**config.mk**
```make
export PLATFORM = sky130hd
export DESIGN_NAME = adcs_seq
export DESIGN_NICKNAME = d
export VERILOG_FILES = /design/src/hdl/adcs_pkg.sv /design/src/hdl/adcs_sar.sv /design/src/hdl/adcs_seq.sv
export SDC_FILE = /design/constraint.sdc
export NUM_CORES = 1
export LEC_CHECK = 0
export ABC_AREA = 1
export BUFFER_PORTS_ARGS = -buffer_cell sky130_fd_sc_hd__buf_2
export CAP_MARGIN = 20
export CORE_AREA = 4 4 141 143
export CTS_BUF_LIST = sky130_fd_sc_hd__clkbuf_4
export CTS_CLUSTER_DIAMETER = 50
export DETAILED_ROUTE_END_ITERATION = 6
export DIE_AREA = 0 0 145 147
export MAX_ROUTING_LAYER = met4
export PLACE_DENSITY = 0.53
export SLEW_MARGIN = 10
export SYNTH_ARGS = -nofsm -noshare
export SYNTH_HDL_FRONTEND = slang
export SYNTH_SLANG_ARGS = --single-unit
export TNS_END_PERCENT = 10
```
**constraint.sdc**
```tcl
create_clock -name clk -period 4.1 [get_ports clk]
set_input_delay 0.41 -clock clk [delete_from_list [all_inputs] [get_ports clk]]
set_output_delay 0.41 -clock clk [all_outputs]
set_load 0.03 [all_outputs]
```
**src/hdl/adcs_pkg.sv**
```systemverilog
// constants and types for the converter sequencer
// assumes a 200 MHz system clock and an external sar comparator path
`default_nettype none
package adcs_pkg;
	localparam int          DATA_W          = 8;
	localparam int          CH_W            = 3;
	localparam int          CHSEL_W         = 4;
	localparam int          ENTRIES         = 4;
	localparam int          PTR_W           = 2;
	localparam int          DIV_W           = 8;
	localparam int          DLY_W           = 8;
	localparam int          CNT_W           = 4;
	localparam int          CLK_HZ          = 200_000_000;
	localparam int          CONV_CLK_MAX_HZ = 1_000_000;
	localparam logic [DIV_W-1:0] DIV_MIN_M1 =
		DIV_W'((CLK_HZ + CONV_CLK_MAX_HZ - 1) / CONV_CLK_MAX_HZ - 1);
	localparam logic [CNT_W-1:0] CONV_CLOCKS = 4'ha;
	localparam logic [CNT_W-1:0] CONV_LAST   = 4'h9;
	localparam logic [CNT_W-1:0] CNT_ZERO    = 4'h0;
	localparam logic [1:0]  SWEEP_SINGLE    = 2'h0;
	localparam logic [1:0]  SWEEP_SCAN      = 2'h1;
	localparam logic [PTR_W-1:0] PTR_START  = 2'h3;
	localparam logic [PTR_W-1:0] PTR_LAST   = 2'h3;
	localparam logic [DATA_W-1:0] CODE_ZERO = 8'h00;
	localparam logic [DATA_W-1:0] CODE_MSB  = 8'h80;
	localparam logic [DLY_W-1:0] DLY_ZERO   = 8'h00;
	localparam logic [DIV_W-1:0] DIV_ZERO   = 8'h00;

	typedef enum logic [1:0] {
		ADCS_IDLE    = 2'b00,
		ADCS_SETTLE  = 2'b01,
		ADCS_CONVERT = 2'b11,
		ADCS_STORE   = 2'b10
	} adcs_state_e;
endpackage
`default_nettype wire

```
**src/hdl/adcs_sar.sv**
```systemverilog
// converter clock divider and successive-approximation engine
// assumes the comparator input is already synchronised to clk
`default_nettype none
module adcs_sar
	import adcs_pkg::*;
(
	// clock and reset
	input  wire logic              clk,
	input  wire logic              rstn,
	// control
	input  wire logic [DIV_W-1:0]  div_factor,
	input  wire logic              go,
	input  wire logic              abort,
	input  wire logic              cmp_sync,
	// status
	output logic                   conv_tick,
	output logic                   done,
	output logic [DATA_W-1:0]      result,
	output logic [DATA_W-1:0]      dac_code
);
	logic [DIV_W-1:0]  div_q;
	logic              tick_q;
	logic              act_q;
	logic [CNT_W-1:0]  cnt_q;
	logic [DATA_W-1:0] code_q;
	logic [DATA_W-1:0] res_q;
	logic              done_q;
	logic [DIV_W-1:0]  div_eff;
	logic [CNT_W-1:0]  bpos;
	logic              trial;

	// converter clock never faster than its limit
	assign div_eff = (div_factor < DIV_MIN_M1) ? DIV_MIN_M1 : div_factor; // RL4
	assign bpos    = CNT_W'(DATA_W) - cnt_q;
	assign trial   = (cnt_q != CNT_ZERO) && (cnt_q <= CNT_W'(DATA_W));

	always_ff @(posedge clk or negedge rstn)
	begin
		if (!rstn)
		begin
			div_q  <= DIV_ZERO;
			tick_q <= 1'b0;
		end
		else
		begin
			tick_q <= (div_q == DIV_ZERO); // RL3
			div_q  <= (div_q == DIV_ZERO) ? div_eff : div_q - 1'b1; // RL3
		end
	end

	always_ff @(posedge clk or negedge rstn)
	begin
		if (!rstn)
		begin
			act_q  <= 1'b0;
			cnt_q  <= CNT_ZERO;
			code_q <= CODE_ZERO;
			res_q  <= CODE_ZERO;
			done_q <= 1'b0;
		end
		else
		begin
			done_q <= 1'b0;
			if (abort)
				act_q <= 1'b0;
			else if (go)
			begin
				act_q  <= 1'b1;
				cnt_q  <= CNT_ZERO;
				code_q <= CODE_ZERO;
			end
			else if (act_q && tick_q)
			begin
				cnt_q <= cnt_q + 1'b1;
				if (cnt_q == CNT_ZERO)
					code_q <= CODE_MSB;
				else if (trial)
				begin
					code_q[bpos[2:0]] <= cmp_sync; // RL2
					if (bpos[2:0] != 3'h0)
						code_q[bpos[2:0] - 3'h1] <= 1'b1;
				end
				if (cnt_q == CONV_LAST)
				begin
					act_q  <= 1'b0;
					done_q <= 1'b1; // RL4
					res_q  <= code_q;
				end
			end
		end
	end

	assign conv_tick = tick_q;
	assign done      = done_q;
	assign result    = res_q;
	assign dac_code  = code_q;

	// ticks since go, read only by the check below
	logic [CNT_W-1:0] hlp_q;
	always_ff @(posedge clk or negedge rstn)
	begin
		if (!rstn)
			hlp_q <= CNT_ZERO;
		else if (go)
			hlp_q <= CNT_ZERO;
		else if (act_q && tick_q)
			hlp_q <= hlp_q + 1'b1;
	end

	property p_conv_len;
		@(posedge clk) disable iff (!rstn)
		done |-> (hlp_q == CONV_CLOCKS);
	endproperty
	a_conv_len: assert property (p_conv_len) else $error("conversion not ten converter clocks"); // RL4
endmodule
`default_nettype wire

```
**src/hdl/adcs_seq.sv**
```systemverilog
// sequencer for an eight-input 8-bit successive-approximation converter
// assumes control strobes come from logic on clk, comparator from the analog core
// Notes on behaviour
// RL1 - each conversion routes one of eight inputs through the multiplexer
// RL2 - result is unsigned 8-bit, 0x00 at zero volts, 0xFF at reference
// RL3 - converter clock is the system clock through a programmable divider
// RL4 - a conversion takes ten converter clocks, kept at or below 1 MHz
// RL5 - sampling delay before every conversion, no other pause between conversions
// RL6 - software waits 100 us after enabling before starting
// RL7 - four-entry result buffer, one channel repeated or four adjacent channels
// RL8 - mode decoded from sweep field and repeat bit
// RL9 - software disables the converter before changing mode
// RL10 - single one-shot writes entry 0, clears start, sets completion
// RL11 - completion flag with interrupt enable raises the interrupt request
// RL12 - single continuous fills entries 0 to 3, completion after entry 3
// RL13 - continuous keeps start set and wraps from entry 3 to entry 0
// RL14 - software reads results before the wrap to avoid overrun
// RL15 - clearing start in single continuous finishes current conversion then stops
// RL16 - 2-bit pointer names the entry with the newest result
// RL17 - pointer loads 11 on start rising, increments per result
// RL18 - writing a full entry overwrites and sets sticky flag, write 1 clears
// RL19 - disabling aborts and clears completion, busy, overflow and start
// RL20 - four-channel modes scan adjacent channels, one-shot clears start after entry 3
// RL21 - any result read clears completion; busy while not idle
`default_nettype none
module adcs_seq
	import adcs_pkg::*;
(
	// clock and reset
	input  wire logic               clk,
	input  wire logic               rstn,
	// control
	input  wire logic               converter_enable_bit,
	input  wire logic               converter_irq_enable,
	input  wire logic               start_set,
	input  wire logic               start_clear,
	input  wire logic [1:0]         sweep_sel,
	input  wire logic               repeat_select_bit,
	input  wire logic [CHSEL_W-1:0] channel_sel,
	input  wire logic [DIV_W-1:0]   clk_div,
	input  wire logic [DLY_W-1:0]   sample_delay,
	input  wire logic               overwrite_flag_clear,
	input  wire logic               result_read,
	input  wire logic [PTR_W-1:0]   result_read_idx,
	// status
	output logic                    start_bit,
	output logic                    completion_flag,
	output logic                    busy_flag,
	output logic                    overwrite_flag,
	output logic [PTR_W-1:0]        last_result_pointer,
	output logic                    converter_irq,
	output logic [DATA_W-1:0]       result_entry_0,
	output logic [DATA_W-1:0]       result_entry_1,
	output logic [DATA_W-1:0]       result_entry_2,
	output logic [DATA_W-1:0]       result_entry_3,
	// analog core
	input  wire logic               cmp_in,
	output logic [CH_W-1:0]         mux_sel,
	output logic                    sample_hold,
	output logic [DATA_W-1:0]       dac_code
);
	adcs_state_e       state_q;
	adcs_state_e       state_d;
	logic              cmp_s1_q;
	logic              cmp_s2_q;
	logic              start_q;
	logic              scan_q;
	logic              rep_q;
	logic [CH_W-1:0]   base_q;
	logic [PTR_W-1:0]  ptr_q;
	logic [DLY_W-1:0]  dly_q;
	logic              eoc_q;
	logic              eoc_d;
	logic              ovf_q;
	logic              busy_q;
	logic              irq_q;
	logic [CH_W-1:0]   mux_q;
	logic              sh_q;
	logic [ENTRIES-1:0] full_q;
	logic [DATA_W-1:0] buf_q [ENTRIES];

	logic              en;
	logic              tick;
	logic              conv_done;
	logic [DATA_W-1:0] conv_res;
	logic              start_rise;
	logic [PTR_W-1:0]  next_idx;
	logic              store;
	logic              last_slot;
	logic              stop_now;
	logic              eoc_set;
	logic              ovf_set;
	logic              settle_done;
	logic              reload_dly;
	logic [CH_W-1:0]   chan_now;

	// comparator from the analog side
	always_ff @(posedge clk or negedge rstn)
	begin
		if (!rstn)
		begin
			cmp_s1_q <= 1'b0;
			cmp_s2_q <= 1'b0;
		end
		else
		begin
			cmp_s1_q <= cmp_in;
			cmp_s2_q <= cmp_s1_q;
		end
	end

	assign en          = converter_enable_bit;
	assign start_rise  = en && start_set && !start_q && (state_q == ADCS_IDLE);
	assign next_idx    = ptr_q + 1'b1;
	assign store       = en && (state_q == ADCS_STORE);
	assign last_slot   = (next_idx == PTR_LAST);
	// one-shot ends on its last entry, continuous only once start is gone
	assign stop_now    = store && (rep_q ? (!start_q && (!scan_q || last_slot)) // RL15
	                                     : (!scan_q || last_slot)); // RL10 RL20
	assign eoc_set     = store && ((last_slot && (scan_q || rep_q)) || stop_now); // RL12
	assign ovf_set     = store && full_q[next_idx]; // RL18
	assign settle_done = (state_q == ADCS_SETTLE) && tick && (dly_q == DLY_ZERO);
	assign reload_dly  = start_rise || (store && !stop_now);
	// first channel straight from the select, base not yet latched
	assign chan_now    = start_rise ? channel_sel[CH_W-1:0] // RL1
	                                : base_q + (scan_q ? CH_W'(next_idx) : CH_W'(0)); // RL1 RL20

	always_comb
	begin
		state_d = state_q;
		case (state_q)
			ADCS_IDLE:    if (start_rise) state_d = ADCS_SETTLE;
			ADCS_SETTLE:  if (settle_done) state_d = ADCS_CONVERT; // RL5
			ADCS_CONVERT: if (conv_done) state_d = ADCS_STORE;
			ADCS_STORE:   state_d = stop_now ? ADCS_IDLE : ADCS_SETTLE; // RL13
			default:      state_d = ADCS_IDLE;
		endcase
		if (!en)
			state_d = ADCS_IDLE; // RL19
	end

	// set wins over the read clear
	assign eoc_d = !en ? 1'b0 : (eoc_set ? 1'b1 : (result_read ? 1'b0 : eoc_q)); // RL21

	always_ff @(posedge clk or negedge rstn)
	begin
		if (!rstn)
		begin
			state_q <= ADCS_IDLE;
			start_q <= 1'b0;
			scan_q  <= 1'b0;
			rep_q   <= 1'b0;
			base_q  <= CH_W'(0);
		end
		else
		begin
			state_q <= state_d;
			if (!en || stop_now)
				start_q <= 1'b0; // RL19 RL10
			else if (start_rise)
				start_q <= 1'b1;
			else if (start_clear)
				start_q <= 1'b0;
			if (start_rise)
			begin
				scan_q <= (sweep_sel == SWEEP_SCAN); // RL8
				rep_q  <= repeat_select_bit; // RL8
				base_q <= channel_sel[CH_W-1:0];
			end
		end
	end

	always_ff @(posedge clk or negedge rstn)
	begin
		if (!rstn)
		begin
			ptr_q <= PTR_START;
			dly_q <= DLY_ZERO;
			eoc_q <= 1'b0;
			ovf_q <= 1'b0;
		end
		else
		begin
			if (start_rise)
				ptr_q <= PTR_START; // RL17
			else if (store)
				ptr_q <= next_idx; // RL16 RL17
			if (reload_dly)
				dly_q <= sample_delay; // RL5
			else if ((state_q == ADCS_SETTLE) && tick && (dly_q != DLY_ZERO))
				dly_q <= dly_q - 1'b1;
			eoc_q <= eoc_d;
			if (!en)
				ovf_q <= 1'b0; // RL19
			else if (ovf_set)
				ovf_q <= 1'b1; // RL18
			else if (overwrite_flag_clear)
				ovf_q <= 1'b0; // RL18
		end
	end

	always_ff @(posedge clk or negedge rstn)
	begin
		if (!rstn)
		begin
			busy_q <= 1'b0;
			irq_q  <= 1'b0;
			mux_q  <= CH_W'(0);
			sh_q   <= 1'b0;
		end
		else
		begin
			busy_q <= (state_d != ADCS_IDLE); // RL21
			irq_q  <= eoc_d && converter_irq_enable; // RL11
			mux_q  <= chan_now; // RL1
			sh_q   <= (state_d == ADCS_SETTLE);
		end
	end

	// result buffer entries
	genvar gi;
	generate
		for (gi = 0; gi < ENTRIES; gi++)
		begin : g_entry
			always_ff @(posedge clk or negedge rstn)
			begin
				if (!rstn)
				begin
					buf_q[gi]  <= CODE_ZERO;
					full_q[gi] <= 1'b0;
				end
				else if (store && (next_idx == PTR_W'(gi)))
				begin
					buf_q[gi]  <= conv_res; // RL7
					full_q[gi] <= 1'b1;
				end
				else if (!en || (result_read && (result_read_idx == PTR_W'(gi))))
					full_q[gi] <= 1'b0;
			end
		end
	endgenerate

	adcs_sar u_sar (
		.clk        (clk),
		.rstn       (rstn),
		.div_factor (clk_div),
		.go         (settle_done),
		.abort      (!en),
		.cmp_sync   (cmp_s2_q),
		.conv_tick  (tick),
		.done       (conv_done),
		.result     (conv_res),
		.dac_code   (dac_code)
	);

	assign start_bit           = start_q;
	assign completion_flag     = eoc_q;
	assign busy_flag           = busy_q;
	assign overwrite_flag      = ovf_q;
	assign last_result_pointer = ptr_q;
	assign converter_irq       = irq_q;
	assign result_entry_0      = buf_q[0];
	assign result_entry_1      = buf_q[1];
	assign result_entry_2      = buf_q[2];
	assign result_entry_3      = buf_q[3];
	assign mux_sel             = mux_q;
	assign sample_hold         = sh_q;

	// checks
	property p_mux_channel;
		@(posedge clk) disable iff (!rstn)
		(state_q == ADCS_CONVERT) |-> (mux_sel == chan_now);
	endproperty
	a_mux_channel: assert property (p_mux_channel) else $error("wrong channel during conversion"); // RL1

	property p_settle_first;
		@(posedge clk) disable iff (!rstn)
		$rose(state_q == ADCS_CONVERT) |-> ($past(state_q) == ADCS_SETTLE) && $past(sample_hold);
	endproperty
	a_settle_first: assert property (p_settle_first) else $error("conversion without settling"); // RL5

	property p_ptr_load;
		@(posedge clk) disable iff (!rstn)
		start_rise |=> (last_result_pointer == PTR_START) && start_bit && busy_flag;
	endproperty
	a_ptr_load: assert property (p_ptr_load) else $error("pointer not loaded on start"); // RL17

	property p_ptr_inc;
		@(posedge clk) disable iff (!rstn)
		store |=> (last_result_pointer == PTR_W'($past(ptr_q) + 1'b1));
	endproperty
	a_ptr_inc: assert property (p_ptr_inc) else $error("pointer not advanced on result"); // RL16

	property p_ovf_set;
		@(posedge clk) disable iff (!rstn)
		(en && ovf_set) |=> overwrite_flag ##1 (overwrite_flag || $past(overwrite_flag_clear) || !$past(en));
	endproperty
	a_ovf_set: assert property (p_ovf_set) else $error("overwrite flag not set"); // RL18

	property p_disable;
		@(posedge clk) disable iff (!rstn)
		!en |=> !start_bit && !completion_flag && !overwrite_flag && !busy_flag;
	endproperty
	a_disable: assert property (p_disable) else $error("disable did not clear status"); // RL19

	property p_irq;
		@(posedge clk) disable iff (!rstn)
		completion_flag && $past(converter_irq_enable) |-> converter_irq;
	endproperty
	a_irq: assert property (p_irq) else $error("interrupt missing"); // RL11

	property p_oneshot;
		@(posedge clk) disable iff (!rstn)
		(en && store && !rep_q && !scan_q) |=> !start_bit && completion_flag && (state_q == ADCS_IDLE);
	endproperty
	a_oneshot: assert property (p_oneshot) else $error("one-shot did not finish"); // RL10

	property p_repeat_select_bit_keeps;
		@(posedge clk) disable iff (!rstn)
		(en && store && rep_q && start_q) |=> (start_bit || $past(start_clear)) && (state_q == ADCS_SETTLE);
	endproperty
	a_repeat_select_bit_keeps: assert property (p_repeat_select_bit_keeps) else $error("continuous run stopped"); // RL13

	c_oneshot: cover property (@(posedge clk) disable iff (!rstn) store && !rep_q && !scan_q);
	c_scan_end: cover property (@(posedge clk) disable iff (!rstn) store && scan_q && last_slot);
	c_overwrite: cover property (@(posedge clk) disable iff (!rstn) ovf_set);
	c_repeat_select_bit_stop: cover property (@(posedge clk) disable iff (!rstn) stop_now && rep_q);
endmodule
`default_nettype wire

```
==> run summary <==
Worst Tran Pin Value -> 0.619 ns
Seq pwr share -> 0.567
Iter 0 DRT Violations -> 167
Hold Crit Class -> input pin to flop
Fmax -> 478 MHz
Seq cells post-synth -> 95
Die width -> 145 µm
Die footprint -> 21,300 µm²
CP startpoint kind -> flop
Post-Synth XOR/XNOR Area -> 0.0134
Netlist cell types -> 38
Core box area -> 18,600 µm²
Number of synthesized flops with an enable pin -> 0
Mapped Area -> 4560 µm²
H-tree depth -> 3
Main combinational cell family by area after synthesis -> simple AND/OR/NAND/NOR gates
Via-per-instance ratio -> 4.34
PwrDens -> 331 nW/µm²
Cells after Synth -> 536
LEAKAGE -> 2.76 nW
CP bufs+invs -> 3
Initial Utilization -> 0.246
Async SR Flop Fraction -> 1.00
Crit path capture type -> flop
CP max FO -> 12
Antenna-violating nets left -> 0
Reg2reg start -> u_sar.cnt_q[0]
Number of synthesis warnings -> 0
Max cap viols -> 0
Fraction of the mapped netlist area in simple logic gates -> 0.242
Final hold violation count -> 0
Largest cells by area after synthesis -> dfrtp_1, nand2_1, o21ai_0
Total track usage -> 0.111
Post-synth top cells -> nand2_1, dfrtp_1, o21ai_0, inv_1, nand3_1
TritonCTS buffer count -> 9
Total power -> 1.80 mW
Vias in the first global route -> 3,651
Adder-Cell Fraction of Synth Area -> 0.0400
Die height -> 147 µm
Clock Latency Late Sink -> 0.49 ns
Cell Area, Placed -> 5240 µm²
Delay of the slowest critical-path stage -> 0.59 ns
Count leader, synth -> nand2_1
P&R area growth vs syn -> 19.1%
CTS tree -> built
DP Wirelength -> 8.13 mm
Int Pwr -> 1.26 mW
Status -> completed
Clock transition at path regs -> 0.16 ns
CP max-delay cell -> dfrtp_1
Root buffer cell -> clkbuf_4
Fillers -> 1,999
Clk pwr share -> 0.310
CP top delay family -> flip-flops
Post-synthesis sequential area ratio -> 0.521
Final period util -> 0.510
Arr. time, crit path -> 2.51 ns
Synth Net Count -> 584
WL/cell -> 12.9 µm
Crit-path cells -> inv_1 > ha_1 > inv_1 > nand2_1 > inv_1 > nand3_1 > nand2_1 > nand2_1 > and2_0 > o21ai_1
Share of post-route cells with drive strength above 1 -> 0.210
Routability cong. -> 0.830
Slew margin rel. -> 0.586
Initial antenna violation count -> 1
RSZ-0062 raised after global routing -> false
Drt drc -> 0
Flop2flop setup slack -> 2.01 ns
Post-synth top area cell -> dfrtp_1
Num rows -> 50
# IOs -> 85
Setup Skew -> 0.0225 ns
Setup_tns -> 0 ns
Mux cell area share after synthesis -> 0
Clk sinks -> 95
Mean Syn Cell Area -> 8.52 µm²
Port buffer count -> 83
P_sw -> 0.540 mW
Largest net degree at the start of global routing -> 76
Drt total wl -> 11.2 mm
Gr ovfl total -> 0
Post-route cell area -> 5440 µm²
Final min period -> 2.09 ns
Complex-gate fraction of the synthesized area -> 0.117
Setup violations, final -> 0
Worst Setup SP -> u_sar.cnt_q[0]
Top_reg_cell synth -> dfrtp_1
First drt pass iteration count -> 5
Max clock buf depth -> 2
Via count -> 3,757
Final Slew Violations -> 0
Sw frac -> 0.300
Final net count -> 674
Crit path required time -> 4.52 ns
IR Drop Worst-Case VDD -> 0.127 mV
Crit Path Class -> flop to flop
HP Start -> repeat_select_bit
Post-synth top area share -> 0.510
Combinational share of power -> 0.123
First-pass GRT wire length -> 18.7 mm
Fin Hold WS -> 0.121 ns
-- final cells by class --
| class | count | area (µm²) | share of cell area |
|---|---|---|---|
| Clock buffer | 9 | 67.6 | 0.0124 |
| Inverter | 68 | 263 | 0.0483 |
| Timing Repair Buffer | 87 | 473 | 0.0870 |
| Clock inverter | 6 | 78.8 | 0.0145 |
| Sequential cell | 95 | 2380 | 0.438 |
| Tap cell | 234 | 293 | 0.0538 |
| Antenna cell | 1 | 2.50 | 0.000460 |
| Multi-Input combinational cell | 365 | 1880 | 0.346 |
-- registers in the layout, indices dropped and copies added, names as in the netlist, 2 cells and up --
register             cells
last_result_pointer      2
result_entry_1           8
full_q                   4
mux_sel                  3
state_q                  2
result_entry_2           8
u_sar.dac_code           8
u_sar.cnt_q              4
result_entry_3           8
dly_q                    8
u_sar.div_q              8
u_sar.result             8
result_entry_0           8
base_q                   3
-- power groups by stage --
stage	clock network [mW]	registers (mW)	logic [mW]
6_report	0.557	1.02	0.222
5_1_grt	0.616	1.03	0.258
4_1_cts	0.581	1.02	0.223
3_5_place_dp	0	1.04	0.222
3_3_place_gp	0	1.04	0.219
2_1_floorplan	0	1.05	0.126
-- metal layers --
metal | global-route usage | up-vias | routed length [µm] | part of all wire
li1 | - | 1916 | - | -
met1 | 0.139 | 1741 | 5370 | 0.48
met2 | 0.171 | 88 | 5010 | 0.45
met3 | 0.0281 | 12 | 606 | 0.054
met4 | 0.0475 | 0 | 174 | 0.016
met5 | - | - | 0 | 0
-- worst min-delay path, cell delays in order --
cell,delay [ns]
buf_2,0.08
nand2_1,0.04
nand2_1,0.05
-- what timing repair did --
item,in CTS,in global routing
setup endpoints to repair,0,0
hold buffers,1,1
resized for setup,0,0
setup buffers,0,0
endpoints found under the hold margin,1,20
-- stage by stage --
step	setup slack [ns]	std cells	utilization
6_report	2.01	865	0.293
5_1_grt	1.81	865	0.293
4_1_cts	2.00	862	0.291
3_5_place_dp	2.01	846	0.282
3_3_place_gp	2.02	846	0.282
2_1_floorplan	2.23	536	-
-- worst paths after layout --
path,end,cells past startpoint
max reg2reg,u_sar.dac_code[5],10
max in group asynchronous,u_sar.div_q[3],4
max,u_sar.dac_code[5],10
min reg2reg,cmp_s2_q,0
min in group asynchronous,result_entry_3[5],2
min,rep_q,3
-- cells by family (layout without fill, tap and decap cells) --
family,Yosys count,count (layout)
compound gates,99,99
simple gates,245,245
flops,95,95
xor+xnor,7,7
buf+inv,76,170
other cells,0,1
fa+ha+maj,14,14
-- cells in the final DEF, fill, tap and decap left out, drive strengths merged --
cell type | synthesis | final
a32o | 1 | 1
xnor2 | 3 | 3
bufinv | 0 | 1
o31ai | 3 | 3
and2 | 1 | 1
clkbuf | 3 | 9
xor2 | 4 | 4
dfrtp | 93 | 93
nor2 | 34 | 34
nand4 | 9 | 9
o21ai | 80 | 80
nand3 | 37 | 37
dfstp | 2 | 2
o21a | 1 | 1
ha | 13 | 13
or2 | 2 | 2
o211ai | 3 | 3
o21bai | 1 | 1
dlygate4sd3 | 0 | 2
fa | 1 | 1
and3 | 1 | 1
diode | 0 | 1
nand2 | 152 | 152
a21oi | 8 | 8
a31oi | 2 | 2
nand3b | 2 | 2
buf | 5 | 85
nor3 | 7 | 7
inv | 67 | 70
clkinv | 1 | 3
Note: power is estimated with default switching activity, not from simulation.
